[config.mk]
export PLATFORM = sky130hd
export DESIGN_NAME = deep_sleep_controller
export DESIGN_NICKNAME = d
export VERILOG_FILES = /design/src/logic/deep_sleep_pkg.sv /design/src/logic/sync_2ff.sv /design/src/logic/pin_hold.sv /design/src/logic/deep_sleep_controller.sv
export SDC_FILE = /design/constraint.sdc
export NUM_CORES = 1
export LEC_CHECK = 0
export ABC_AREA = 0
export BUFFER_PORTS_ARGS = -buffer_cell sky130_fd_sc_hd__buf_4
export CORE_MARGIN = 3
export CORE_UTILIZATION = 55
export CTS_BUF_LIST = sky130_fd_sc_hd__clkbuf_8 sky130_fd_sc_hd__clkbuf_16
export DETAILED_ROUTE_END_ITERATION = 10
export GPL_TIMING_DRIVEN = 0
export PLACE_DENSITY = 0.93
export REMOVE_ABC_BUFFERS = 1
export SYNTH_ARGS = -nofsm -noshare
export SYNTH_HDL_FRONTEND = slang
export SYNTH_SLANG_ARGS = --single-unit
[constraint.sdc]
create_clock -name pclk -period 3.55 [get_ports pclk]
set_clock_uncertainty 0.1 [all_clocks]
set_input_delay 0.71 -clock pclk [delete_from_list [all_inputs] [get_ports pclk]]
set_output_delay 0.71 -clock pclk [all_outputs]
set_load 0.05 [all_outputs]
[src/logic/deep_sleep_pkg.sv]
// Constants shared by the deep sleep controller and its helpers
package deep_sleep_pkg;
  // Register indexes; the APB byte address is four times the index
  localparam logic [11:0] IDX_WAKE_LOW   = 12'hf4a;
  localparam logic [11:0] IDX_WAKE_HIGH  = 12'hf4b;
  localparam logic [11:0] IDX_SLEEP_LOW  = 12'hf4c;
  localparam logic [11:0] IDX_SLEEP_HIGH = 12'hf4d;
  localparam logic [11:0] IDX_SCRATCH_0  = 12'hf4e;
  localparam logic [11:0] IDX_WDT_CTRL   = 12'hf50;
  localparam logic [11:0] IDX_OSC_CTRL   = 12'hf51;
  localparam int          ADDR_W         = 16;

  // Field positions
  localparam int BIT_ARM         = 7;
  localparam int BIT_RESERVED    = 2;
  localparam int BIT_ULP_ON      = 1;
  localparam int BIT_RTC_BLOCK   = 0;
  localparam int BIT_ULP_BLOCK   = 2;
  localparam int BIT_DIP_FLAG    = 1;
  localparam int BIT_RELEASE     = 0;
  localparam int BIT_FAULT       = 7;
  localparam int BIT_ULP_CAUSE   = 5;
  localparam int BIT_WDT_CAUSE   = 4;
  localparam int BIT_RTC_CAUSE   = 3;
  localparam int BIT_MCLR_CAUSE  = 2;
  localparam int BIT_POR_CAUSE   = 0;
  localparam int BIT_INT0_CAUSE  = 0;
  localparam int BIT_REG_SLEEP   = 7;
  localparam int BIT_EXIT_FLAG   = 3;
  localparam int BIT_IDLE_SLEEP  = 7;

  // Values after reset
  localparam logic [7:0] RST_SLEEP_LOW  = 8'h00;
  localparam logic [7:0] RST_SLEEP_HIGH = 8'h00;
  localparam logic [7:0] RST_WAKE_LOW   = 8'h01;
  localparam logic [7:0] RST_WAKE_HIGH  = 8'h00;
  localparam logic [7:0] RST_WDT_CTRL   = 8'h80;
  localparam logic [7:0] RST_OSC_CTRL   = 8'h00;

  // Timing
  localparam int CLK_PERIOD_NS   = 4;
  localparam int INSTR_PERIOD_NS = 16;
  localparam int ARM_LIFE_INSTR  = 2;
  localparam int POR_HOLD_NS     = 64;
  localparam int CLKS_PER_INSTR  = (INSTR_PERIOD_NS + CLK_PERIOD_NS - 1) / CLK_PERIOD_NS;
  localparam logic [3:0] ARM_LIFE_CYCLES = 4'(ARM_LIFE_INSTR * CLKS_PER_INSTR);
  localparam logic [4:0] POR_HOLD_CYCLES =
    5'((POR_HOLD_NS + CLK_PERIOD_NS - 1) / CLK_PERIOD_NS);

  localparam int PIN_COUNT  = 8;
  localparam int WAKE_INPUTS = 9;

  typedef enum logic [1:0] {
    ST_AWAKE      = 2'b00,
    ST_ARMED      = 2'b01,
    ST_DEEP_SLEEP = 2'b11,
    ST_WAKE_RESET = 2'b10
  } sleep_state_type;
endpackage : deep_sleep_pkg

[src/logic/sync_2ff.sv]
// Two flip-flop synchroniser for a group of asynchronous levels
`timescale 1ns/1ps
module sync_2ff #(
  parameter int WIDTH = 1
) (
  input  wire logic             pclk,
  input  wire logic             presetn,
  input  wire logic [WIDTH-1:0] d,
  output logic      [WIDTH-1:0] q
);
  logic [WIDTH-1:0] stage;

  always_ff @(posedge pclk or negedge presetn) begin
    if (!presetn) begin
      stage <= '0;
      q     <= '0;
    end else begin
      stage <= d;
      q     <= stage;
    end
  end
endmodule : sync_2ff

[src/logic/pin_hold.sv]
// I/O pin state hold: freezes direction and level while held
`timescale 1ns/1ps
module pin_hold #(
  parameter int WIDTH = 8
) (
  input  wire logic             pclk,
  input  wire logic             presetn,
  input  wire logic             capture,
  input  wire logic             hold,
  input  wire logic [WIDTH-1:0] direction,
  input  wire logic [WIDTH-1:0] latch,
  output logic      [WIDTH-1:0] pin_out,
  output logic      [WIDTH-1:0] pin_oe
);
  logic [WIDTH-1:0] held_dir;
  logic [WIDTH-1:0] held_level;

  // Direction bit set means input, so the pin floats
  always_ff @(posedge pclk or negedge presetn) begin
    if (!presetn) begin
      held_dir   <= '1;
      held_level <= '0;
    end else if (capture) begin
      held_dir   <= direction;
      held_level <= latch;
    end
  end

  always_ff @(posedge pclk or negedge presetn) begin
    if (!presetn) begin
      pin_out <= '0;
      pin_oe  <= '0;
    end else if (hold && !capture) begin
      pin_out <= held_level;
      pin_oe  <= ~held_dir;
    end else if (!hold) begin
      pin_out <= latch;
      pin_oe  <= ~direction;
    end
  end
endmodule : pin_hold

[src/logic/deep_sleep_controller.sv]
// Deep sleep controller: entry handshake, wake gating, pin hold and scratch
//
// The APB interface to the registers was chosen for this implementation.
`timescale 1ns/1ps
// Notes on behaviour
// [RULE_01] Calendar keeps running and may wake
// [RULE_02] Config bit picks calendar reference clock
// [RULE_03] Firmware sets regulator sleep, clears idle
// [RULE_04] Firmware waits for calendar rollover to finish
// [RULE_05] Arm bit then sleep command, back to back
// [RULE_06] Every wake runs a power-on reset
// [RULE_07] Exit flag set on wake, firmware clears
// [RULE_08] Fault in deep sleep flags and wakes
// [RULE_09] Fault watch needs no enable
// [RULE_10] Arm bit picks deep or ordinary sleep
// [RULE_11] High bits 6-3 read zero, bit 2 reserved
// [RULE_12] Module-on bit powers ultra-low-power wake
// [RULE_13] Block bit stops calendar alarm wake
// [RULE_14] Ultra-low-power wake needs block clear, module on
// [RULE_15] Dip flag when armed level crossed, not trip
// [RULE_16] Pins held after wake until release cleared
// [RULE_17] Dip flag and release clear at power-up
// [RULE_18] Scratch byte kept through sleep and wake
// [RULE_19] Scratch lost on brownout, trip or cycling; code clears it on brownout only outside deep sleep, on trip only in deep sleep
// [RULE_20] Firmware reads wake causes and dip flag
// [RULE_21] Arm bit self-clears after two instruction cycles
// [RULE_22] Entry clears causes; first wake recorded
// [RULE_23] Held inputs float, held outputs keep level
// [RULE_24] Awake, armed, deep sleep, wake reset states
module deep_sleep_controller
  import deep_sleep_pkg::*;
(
  input  wire logic                 pclk,
  input  wire logic                 presetn,
  input  wire logic                 psel,
  input  wire logic                 penable,
  input  wire logic                 pwrite,
  input  wire logic [ADDR_W-1:0]    paddr,
  input  wire logic [31:0]          pwdata,
  output logic      [31:0]          prdata,
  output logic                      pready,
  output logic                      pslverr,
  input  wire logic                 sleep_cmd,
  input  wire logic                 cfg_rtc_clock_select,
  input  wire logic                 cfg_dip_detector_enable,
  input  wire logic                 rtc_alarm,
  input  wire logic                 ulp_event,
  input  wire logic                 int0_event,
  input  wire logic                 mclr_event,
  input  wire logic                 wdt_timeout,
  input  wire logic                 fault_detect,
  input  wire logic                 supply_below_arm,
  input  wire logic                 supply_below_trip,
  input  wire logic                 core_brownout,
  input  wire logic [PIN_COUNT-1:0] pin_direction_reg,
  input  wire logic [PIN_COUNT-1:0] pin_latch_reg,
  output logic      [PIN_COUNT-1:0] pin_out,
  output logic      [PIN_COUNT-1:0] pin_oe,
  output logic                      core_power_off,
  output logic                      por_request,
  output logic                      ordinary_sleep,
  output logic                      rtc_run,
  output logic                      rtc_source_secondary,
  output logic                      ulp_module_power
);
  sleep_state_type          state;
  sleep_state_type          next_state;
  logic [WAKE_INPUTS-1:0]   async_in;
  logic [WAKE_INPUTS-1:0]   sync_in;
  logic                     s_rtc, s_ulp, s_int0, s_mclr, s_wdt;
  logic                     s_fault, s_arm_lvl, s_trip, s_brown;
  logic                     deep_sleep_arm, ulp_wake_module_on, rtc_wake_block, reserved_bit;
  logic                     ulp_wake_block, dip_event_flag, release_bit;
  logic [7:0]               wake_cause_low, wake_cause_high, persistent_scratch_0;
  logic                     regulator_sleep_select, deep_sleep_exit_flag, idle_on_sleep;
  logic [3:0]               arm_count;
  logic [4:0]               por_count;
  logic                     wr_en, rd_setup, hit;
  logic [11:0]              index;
  logic [7:0]               wdata;
  logic [7:0]               rd_value;
  logic                     enter_deep, wake_any, rtc_ok, ulp_ok, trip_en, leave_deep;

  // Every wake, fault and supply level passes two flops, so a wake is seen two cycles late
  assign async_in = {core_brownout, supply_below_trip, supply_below_arm, fault_detect,
                     wdt_timeout, mclr_event, int0_event, ulp_event, rtc_alarm};

  sync_2ff #(.WIDTH(WAKE_INPUTS)) u_sync (
    .pclk    (pclk),
    .presetn (presetn),
    .d       (async_in),
    .q       (sync_in)
  );

  assign {s_brown, s_trip, s_arm_lvl, s_fault, s_wdt, s_mclr, s_int0, s_ulp, s_rtc} = sync_in;

  // APB decode; registers answer with zero wait states
  assign index    = paddr[13:2];
  assign wdata    = pwdata[7:0];
  assign wr_en    = psel && penable && pwrite && pready && hit;
  assign rd_setup = psel && !penable;
  assign hit      = (paddr[1:0] == 2'b00) && (paddr[ADDR_W-1:14] == 2'b00) &&
                    (index inside {IDX_WAKE_LOW, IDX_WAKE_HIGH, IDX_SLEEP_LOW, IDX_SLEEP_HIGH,
                                   IDX_SCRATCH_0, IDX_WDT_CTRL, IDX_OSC_CTRL});

  // Wake gating
  // A blocked source is ignored outright and never logs a cause
  assign rtc_ok   = s_rtc && !rtc_wake_block;                           // [RULE_01] [RULE_13]
  assign ulp_ok   = s_ulp && ulp_wake_module_on && !ulp_wake_block;     // [RULE_12] [RULE_14]
  assign trip_en  = s_trip && cfg_dip_detector_enable;
  // Fault has no enable term at all
  assign wake_any = s_fault || rtc_ok || ulp_ok || s_int0 || s_mclr || s_wdt || trip_en; // [RULE_09]
  assign leave_deep = (state == ST_DEEP_SLEEP) && wake_any;
  // Regulator select and idle bit are the firmware's part of the entry
  assign enter_deep = (state == ST_ARMED) && sleep_cmd && deep_sleep_arm &&
                      regulator_sleep_select && !idle_on_sleep;        // [RULE_03] [RULE_05] [RULE_10]

  always_comb begin
    next_state = state;
    case (state)
      ST_AWAKE: begin
        if (deep_sleep_arm) next_state = ST_ARMED;
      end
      ST_ARMED: begin
        if (enter_deep) next_state = ST_DEEP_SLEEP;
        else if (sleep_cmd || !deep_sleep_arm) next_state = ST_AWAKE;
      end
      ST_DEEP_SLEEP: begin
        if (wake_any) next_state = ST_WAKE_RESET;                       // [RULE_24]
      end
      ST_WAKE_RESET: begin
        if (por_count == 5'd1) next_state = ST_AWAKE;
      end
      default: next_state = ST_AWAKE;
    endcase
  end

  always_ff @(posedge pclk or negedge presetn) begin
    if (!presetn) state <= ST_AWAKE;
    else state <= next_state;
  end

  // Power-on reset request held for a fixed time after any wake
  always_ff @(posedge pclk or negedge presetn) begin
    if (!presetn) begin
      por_count   <= '0;
      por_request <= 1'b0;
    end else if (leave_deep) begin
      por_count   <= POR_HOLD_CYCLES;
      por_request <= 1'b1;                                              // [RULE_06] [RULE_08]
    end else if (por_count != '0) begin
      por_count   <= por_count - 5'd1;
      por_request <= (por_count != 5'd1);
    end
  end

  // Arm bit; a stray write cannot linger into a later sleep command
  always_ff @(posedge pclk or negedge presetn) begin
    if (!presetn) begin
      deep_sleep_arm <= 1'b0;
      arm_count      <= '0;
    end else if (wr_en && index == IDX_SLEEP_HIGH) begin
      deep_sleep_arm <= wdata[BIT_ARM];
      arm_count      <= wdata[BIT_ARM] ? ARM_LIFE_CYCLES : 4'd0;
    end else if (sleep_cmd || arm_count == 4'd1) begin
      deep_sleep_arm <= 1'b0;                                           // [RULE_21]
      arm_count      <= '0;
    end else if (arm_count != '0) begin
      arm_count <= arm_count - 4'd1;
    end
  end

  always_ff @(posedge pclk or negedge presetn) begin
    if (!presetn) begin
      ulp_wake_module_on <= 1'b0;
      rtc_wake_block     <= 1'b0;
      reserved_bit       <= 1'b0;
      ulp_wake_block     <= 1'b0;
    end else if (wr_en && index == IDX_SLEEP_HIGH) begin
      ulp_wake_module_on <= wdata[BIT_ULP_ON];
      rtc_wake_block     <= wdata[BIT_RTC_BLOCK];
      reserved_bit       <= wdata[BIT_RESERVED];
    end else if (wr_en && index == IDX_SLEEP_LOW) begin
      ulp_wake_block <= wdata[BIT_ULP_BLOCK];
    end
  end

  // Dip flag: hardware set wins over a software clear
  always_ff @(posedge pclk or negedge presetn) begin
    if (!presetn) dip_event_flag <= 1'b0;                               // [RULE_17]
    else if (state == ST_DEEP_SLEEP && cfg_dip_detector_enable && s_arm_lvl && !s_trip)
      dip_event_flag <= 1'b1;                                           // [RULE_15]
    else if (wr_en && index == IDX_SLEEP_LOW) dip_event_flag <= wdata[BIT_DIP_FLAG];
  end

  // Release: set on entry, dropped by firmware, by reset pin or supply trip
  always_ff @(posedge pclk or negedge presetn) begin
    if (!presetn) release_bit <= 1'b0;                                  // [RULE_17]
    else if (enter_deep) release_bit <= 1'b1;                           // [RULE_16]
    else if (leave_deep && (s_mclr || trip_en)) release_bit <= 1'b0;
    else if (wr_en && index == IDX_SLEEP_LOW) release_bit <= wdata[BIT_RELEASE];
  end

  // Wake causes: cleared at entry, only the first source is logged
  always_ff @(posedge pclk or negedge presetn) begin
    if (!presetn) begin
      wake_cause_low  <= RST_WAKE_LOW;
      wake_cause_high <= RST_WAKE_HIGH;
    end else if (enter_deep) begin
      wake_cause_low  <= '0;                                            // [RULE_22]
      wake_cause_high <= '0;
    end else if (leave_deep) begin
      // One-hot by priority so simultaneous sources never log twice
      if (s_fault) wake_cause_low[BIT_FAULT] <= 1'b1;                   // [RULE_08]
      else if (trip_en) wake_cause_low[BIT_POR_CAUSE] <= 1'b1;
      else if (s_mclr) wake_cause_low[BIT_MCLR_CAUSE] <= 1'b1;
      else if (s_wdt) wake_cause_low[BIT_WDT_CAUSE] <= 1'b1;
      else if (rtc_ok) wake_cause_low[BIT_RTC_CAUSE] <= 1'b1;           // [RULE_22]
      else if (ulp_ok) wake_cause_low[BIT_ULP_CAUSE] <= 1'b1;
      else wake_cause_high[BIT_INT0_CAUSE] <= 1'b1;
    end else if (wr_en && index == IDX_WAKE_LOW) begin
      wake_cause_low <= wdata & 8'hbd;
    end else if (wr_en && index == IDX_WAKE_HIGH) begin
      wake_cause_high <= wdata & 8'h01;
    end
  end

  // Exit flag: a wake beats a clear in the same cycle
  always_ff @(posedge pclk or negedge presetn) begin
    if (!presetn) begin
      regulator_sleep_select <= RST_WDT_CTRL[BIT_REG_SLEEP];
      deep_sleep_exit_flag   <= RST_WDT_CTRL[BIT_EXIT_FLAG];
      idle_on_sleep          <= RST_OSC_CTRL[BIT_IDLE_SLEEP];
    end else begin
      if (leave_deep) deep_sleep_exit_flag <= 1'b1;                     // [RULE_07]
      else if (wr_en && index == IDX_WDT_CTRL) deep_sleep_exit_flag <= wdata[BIT_EXIT_FLAG];
      if (wr_en && index == IDX_WDT_CTRL) regulator_sleep_select <= wdata[BIT_REG_SLEEP];
      if (wr_en && index == IDX_OSC_CTRL) idle_on_sleep <= wdata[BIT_IDLE_SLEEP];
    end
  end

  // Scratch has no reset: its power-up value is undefined by design
  always_ff @(posedge pclk) begin
    if ((s_brown && state != ST_DEEP_SLEEP) || (trip_en && state == ST_DEEP_SLEEP))
      persistent_scratch_0 <= '0;                                       // [RULE_19]
    else if (wr_en && index == IDX_SCRATCH_0)
      persistent_scratch_0 <= wdata;                                    // [RULE_18]
  end

  always_comb begin
    rd_value = 8'h00;
    case (index)
      IDX_SLEEP_HIGH: rd_value = {deep_sleep_arm, 4'b0000, reserved_bit,
                                  ulp_wake_module_on, rtc_wake_block};  // [RULE_11]
      IDX_SLEEP_LOW:  rd_value = {5'b00000, ulp_wake_block, dip_event_flag, release_bit};
      IDX_SCRATCH_0:  rd_value = persistent_scratch_0;
      IDX_WAKE_LOW:   rd_value = wake_cause_low;
      IDX_WAKE_HIGH:  rd_value = wake_cause_high;
      IDX_WDT_CTRL:   rd_value = {regulator_sleep_select, 3'b000, deep_sleep_exit_flag, 3'b000};
      IDX_OSC_CTRL:   rd_value = {idle_on_sleep, 7'b0000000};
      default:        rd_value = 8'h00;
    endcase
  end

  // Read data is latched in the setup cycle so pready can stay high
  always_ff @(posedge pclk or negedge presetn) begin
    if (!presetn) begin
      prdata  <= '0;
      pready  <= 1'b0;
      pslverr <= 1'b0;
    end else begin
      pready <= 1'b1;
      if (rd_setup) begin
        prdata  <= {24'h00_0000, rd_value};
        pslverr <= !hit;
      end
    end
  end

  always_ff @(posedge pclk or negedge presetn) begin
    if (!presetn) begin
      core_power_off       <= 1'b0;
      ordinary_sleep       <= 1'b0;
      rtc_run              <= 1'b0;
      rtc_source_secondary <= 1'b0;
      ulp_module_power     <= 1'b0;
    end else begin
      core_power_off       <= (next_state == ST_DEEP_SLEEP);
      ordinary_sleep       <= sleep_cmd && !enter_deep;                 // [RULE_10]
      rtc_run              <= 1'b1;                                     // [RULE_01]
      rtc_source_secondary <= cfg_rtc_clock_select;                     // [RULE_02]
      ulp_module_power     <= ulp_wake_module_on;                       // [RULE_12]
    end
  end

  pin_hold #(.WIDTH(PIN_COUNT)) u_pins (
    .pclk      (pclk),
    .presetn   (presetn),
    .capture   (enter_deep),                                            // [RULE_23]
    .hold      (release_bit),                                           // [RULE_16]
    .direction (pin_direction_reg),
    .latch     (pin_latch_reg),
    .pin_out   (pin_out),
    .pin_oe    (pin_oe)
  );
endmodule : deep_sleep_controller

=== Word-level counts from Yosys, hierarchy flattened ===
Cells that the tools add are included.

* Word-level logic and storage cells: 207
* Register bits after elaboration: 110
* Output and inout bits: 56
* Bits of input ports: 81

* Bitwise gates (word level): 3
* Reductions and logical operators: 75
* Multiplexer cells: 59
* Add/sub/neg operators: 2
* Eq/ne operators: 31

{| class="wikitable"
|+ Operators with widths
! cell !! count
|-
| equality test 12 bit, second input constant || 7
|-
| two-way mux 8 bit || 9
|-
| case mux 8 bit (7 select lines) || 1
|-
| two-way mux 1 bit || 32
|-
| logical AND 1 bit || 31
|-
| != test 3 x 2 -> 1 bit, second input constant || 10
|-
| two-way mux 4 bit || 7
|-
| inverter 8 bit || 2
|-
| nonzero test 2 bit || 6
|-
| nonzero test 3 bit || 4
|-
| logical OR 1 bit || 10
|-
| two-way mux 2 bit || 5
|-
| two-way mux 5 bit || 2
|-
| != test 3 x 1 -> 1 bit, second input constant || 3
|-
| logical NOT 1 bit || 8
|-
| case mux 2 bit (4 select lines) || 1
|-
| AND reduction 8 bit || 1
|-
| two-way mux 7 bit || 1
|-
| AND reduction 7 bit || 1
|-
| nonzero test 7 bit || 1
|-
| equality test 2 bit, second input constant || 3
|-
| logical NOT 2 bit || 3
|-
| != test 2 x 1 -> 1 bit, second input constant || 3
|-
| AND reduction 2 bit || 3
|-
| other kinds (15) || 16
|}

=== Longest topological paths before layout ===
* Depth in word-level cells: 12
* Depth in mapped cells: 7
* Gate-level depth less buffers: 6

=== Hierarchy ===
From an unflattened synthesis, not the netlist that was laid out.

* Cells, all modules: 432
* Area, all modules: 4,804.6 um^2

{| class="wikitable"
|+ Modules (own cells, without submodules)
! module !! cells an instance !! area an instance (um^2) !! instances !! seq. area each (um^2)
|-
| deep_sleep_controller || 303 || 2,979.1 || 1 || 1,238.7
|-
| pin_hold || 111 || 1,375.1 || 1 || 810.8
|-
| sync_2ff || 18 || 450.4 || 1 || 450.4
|}

=== Least setup slack after synthesis ===
OpenSTA, ideal clock, no wires.

* Path type: input -> register
* Start: in cfg_dip_detector_enable
* End: reg wake_cause_low[3]
* Arrival: 2.214 ns
* Path slack: 1.158 ns
* Setup time: 0.078 ns
* Required time: 3.372 ns
* Stages on the path: 6
* Path through: a2111o_1 -> or3_4 -> o21a_1 -> buf_6 -> nor4b_4 -> o2bb2ai_1

* Word-level cells in the longest chain between the ends: 5

{| class="wikitable"
|+ RTL lines
! element !! line !! text
|-
| from (decl) || deep_sleep_controller.sv:45 || <nowiki>input wire logic cfg_dip_detector_enable,</nowiki>
|-
| logical AND 1 bit (*) || deep_sleep_controller.sv:110 || <nowiki>assign trip_en = s_trip && cfg_dip_detector_enable;</nowiki>
|-
| logical OR 1 bit || deep_sleep_controller.sv:112 || <nowiki>assign wake_any = s_fault || rtc_ok || ulp_ok || s_int0 || s_mclr || s_wdt || trip_en;</nowiki>
|-
| logical AND 1 bit || deep_sleep_controller.sv:113 || <nowiki>assign leave_deep = (state == ST_DEEP_SLEEP) && wake_any;</nowiki>
|-
| != test 3 x 2 -> 1 bit (no source line) (tied with other cells) || n/a ||
|-
| AND reduction 6 bit (no source line) or two-way mux 8 bit (tied branches) || n/a ||
|-
| to (signal assigned) || deep_sleep_controller.sv:222 || <nowiki>wake_cause_low <= wdata & 8'hbd;</nowiki>
|-
| to (decl) || deep_sleep_controller.sv:74 || <nowiki>logic [7:0] wake_cause_low, wake_cause_high, persistent_scratch_0;</nowiki>
|}

Every way passes the cells marked *; elsewhere a longest branch is shown, timed or not.
A chain may end at the register's enable or synchronous reset.

=== Final worst setup path ===
* Start: reg regulator_sleep_select
* End: reg u_pins.pin_oe[0]

* Word-level cells in the longest chain between the ends: 5

{| class="wikitable"
|+ RTL lines
! element !! line !! text
|-
| from (decl) || deep_sleep_controller.sv:75 || <nowiki>logic regulator_sleep_select, deep_sleep_exit_flag, idle_on_sleep;</nowiki>
|-
| from (signal assigned) || deep_sleep_controller.sv:231 || <nowiki>regulator_sleep_select <= RST_WDT_CTRL[BIT_REG_SLEEP];</nowiki>
|-
| from (signal assigned) || deep_sleep_controller.sv:237 || <nowiki>if (wr_en && index == IDX_WDT_CTRL) regulator_sleep_select <= wdata[BIT_REG_SLEEP];</nowiki>
|-
| logical AND 1 bit (*) || deep_sleep_controller.sv:115 || <nowiki>assign enter_deep = (state == ST_ARMED) && sleep_cmd && deep_sleep_arm &&</nowiki>
|-
| logical AND 1 bit (*) || deep_sleep_controller.sv:116 || <nowiki>regulator_sleep_select && !idle_on_sleep;</nowiki>
|-
| logical NOT 1 bit (*) || pin_hold.sv:33 || <nowiki>end else if (hold && !capture) begin</nowiki>
|-
| logical AND 1 bit (*) || pin_hold.sv:33 ||
|-
| != test 2 x 1 -> 1 bit (no source line) or two-way mux 8 bit (tied branches) || n/a ||
|-
| to (signal assigned) || pin_hold.sv:35 || <nowiki>pin_oe <= ~held_dir;</nowiki>
|-
| to (signal assigned) || pin_hold.sv:38 || <nowiki>pin_oe <= ~direction;</nowiki>
|-
| to (decl) || pin_hold.sv:13 || <nowiki>output logic [WIDTH-1:0] pin_oe</nowiki>
|}

Marks and branches as above.

==> reports/metrics.cfg <==
[power_and_ir_drop]
powerDensity_nw_per_um2 = 469
ir_drop_mv = 0.284
leakage_nw = 2.56

[detailed_routing]
drt_iter0_drc = 246
dr.pass1.iters = 5
vias_per_cell = 5.60
drc = 0
ant_nets = 0
vias = 3471
wl_per_cell_microns = 16.0
routed_wirelength_mm = 9.91

[synthesis]
async_flop_share_pct = 92.1
synthTopCellsByArea = dfrtp_1, nand2_1, dfstp_2
synth_top_family_by_area = simple AND/OR/NAND/NOR gates
syn_area_sq_um = 4490
synth_top_area_share_pct = 46.2
synth_most_common_cell = dfrtp_1
synthAdderAreaFrac_pct = 1.11
netlist_instances = 432
yosys_warnings = 0
yosysSeqAreaShare_pct = 55.7
synth-simple-area-share_pct = 17.8
syn_avg_cell_area_sq_um = 10.4
ys_types = 59
synth_flop_cell = dfrtp_1
synth-compound-area-share_pct = 11.3
synth-edff-count = 0
synthMuxAreaShare_pct = 7.10
synth_common_cells = dfrtp_1, nand2_1, nor2_1
synth_top_area_cell = dfrtp_1
synth_xor_area_share_pct = 0.390
synth_seq_cells = 101

[sta]
finalSetupViolations = 0
worstMarginPinSlew_ns = 1.15
hold_slack_ns = 0.252
fmax_ghz = 0.374
final.setup.tns_ns = 0
min_period_ns = 2.67
hold_viol_final = 0
relSlewSlack_pct = 22.9
drv_slew = 0
rsz0062_at_grt = no
min_period_over_period_pct = 75.3

[worst_setup_path]
critPathLaunchType = flip-flop
end_kind = flip-flop
crit_path_top_delay_cell = nand4_1
worstPathArrival_ns = 2.79
cp_top_family = simple AND/OR/NAND/NOR gates
crit_type = reg -> reg
crit_fanout = 28
required_ns = 3.66
crit_chain = nor2b_1 > nand4_1 > o21ai_0 > mux2i_1
slowest_delay_ns = 0.93
critPathBufInv = 0

[global_route]
grt_use_total_pct = 22.0
antenna_found_initial = 0
grt_pass1_wl_mm = 15.6
grt_pass1_vias = 3345
grt-ovfl-total = 0
grt_max_degree = 94

[layout]
multi_input_area_sq_um = 1790
fill_cells = 591
area_growth_pct = 18.0
regArea_sq_um = 2500
drive_gt1_share_pct = 24.5
layout.nets = 598
fin_area_sq_um = 5300
n_antenna_cell = 0

[clock_tree]
clk_latency_ns = 0.37
ctsRootBufferMaster = clkbuf_8
clkSinkCount = 101
hold_buffers = 0
cts_tree = built
htreeDepth = 3
numCtsBuffers = 9
postCtsSetupBuffers = 0
clk_pin_slew_ns = 0.10
ctsResizeCount = 0
cts_buffer_depth = 2

[die]
start_util_pct = 57.5
dieArea_sq_um = 9290
die_w_microns = 96.4
core_area_sq_um = 7810
ios = 137
placementRows = 32
die_y_microns = 96.4

[placement]
place_hpwl_mm = 7.11
gp_congestion = 0.858
port_buffers = 88
placed_area_sq_um = 5110

[hold_path]
hp-class = reg -> reg

[run_status]
status = finished, final reports clean

[run]
maxCapViolations = 0

sequential cells by signal, summed over array words and instances (netlist names), 2 cells and up:
name and flops:
u_sync.stage 9, persistent_scratch_0 8, u_pins.held_dir 8, u_sync.q 9, wake_cause_low 6, u_pins.pin_oe 8, prdata 8, u_pins.held_level 8
u_pins.pin_out 8, state 2, por_count 5, arm_count 4
kinds of logic (layout without fill, tap and decap cells):
group	Yosys count	in the layout
AND/OR/NAND/NOR	168	168
XOR/XNOR	2	2
other	2	25
AO/OA/AOI/OAI	75	75
adder cells (fa/ha/maj)	4	4
buffers and inverters	49	112
flip-flops	101	101
multiplexers	31	31
path summary, 6_finish.rpt:
path                                             start               end  slack [ns]  cells past startpoint
worst max-delay path            regulator_sleep_select  u_pins.pin_oe[0]        0.88                      4
worst min-delay path                   u_sync.stage[1]       u_sync.q[1]        0.25                      0
worst max register to register  regulator_sleep_select  u_pins.pin_oe[0]        0.88                      4
worst min register to register         u_sync.stage[1]       u_sync.q[1]        0.25                      0
max in group asynchronous                      presetn    ordinary_sleep        2.17                      1
min in group asynchronous                      presetn         prdata[7]        0.44                      1
power breakdown:
group	internal, mW	leakage, nW	total, mW	switching, mW
logic	0.189	1.26	0.491	0.302
clock network	0.322	0.0964	0.715	0.393
registers	1.22	1.21	1.28	0.0588
total	1.73	2.56	2.49	0.753
per-layer routing:
layer,vias up,GRT usage [%],routed length [microns]
li1,1609,-,-
met1,1676,27.0,3980
met2,159,36.8,4820
met3,27,4.80,831
met4,0,10.6,278
met5,-,0,0
final cells by class:
| cell class | count | area share [%] |
|---|---|---|
| Tap cell | 102 | 2.41 |
| Timing Repair Buffer | 88 | 12.5 |
| Multi-Input combinational cell | 305 | 33.8 |
| Clock inverter | 7 | 1.28 |
| Sequential cell | 101 | 47.2 |
| Inverter | 8 | 0.567 |
| Clock buffer | 9 | 2.34 |
cells in the final DEF, fill, tap and decap left out, types with 4 or more instances in the layout:
master	n
o21ai_0	21
mux2_2	7
buf_4	88
nand2b_1	6
nor2_1	32
ha_1	4
dfrtp_1	83
dfxtp_1	8
mux2i_1	24
conb_1	25
nand4_1	4
a31oi_1	10
clkbuf_8	9
and2_1	6
a21oi_1	11
nand3_1	6
dfstp_2	10
and3_1	5
o31ai_1	5
nor3_1	7
nor2b_1	8
inv_1	9
nand2_1	79
o2bb2ai_1	5
through the flow:
| stage | std cells | worst slack, ns | total power [mW] | utilization (%) |
|---|---|---|---|---|
| 2_1_floorplan | 414 | 1.16 | 1.62 | - |
| 3_5_place_dp | 604 | 0.688 | 1.79 | 65.4 |
| 5_1_grt | 620 | 0.609 | 2.60 | 67.9 |
| 4_1_cts | 620 | 0.857 | 2.50 | 67.9 |
| 6_report | 620 | 0.876 | 2.49 | 67.9 |
| 3_3_place_gp | 604 | 0.801 | 1.76 | 65.4 |
No activity file was read; power rests on OpenSTA's default activity.
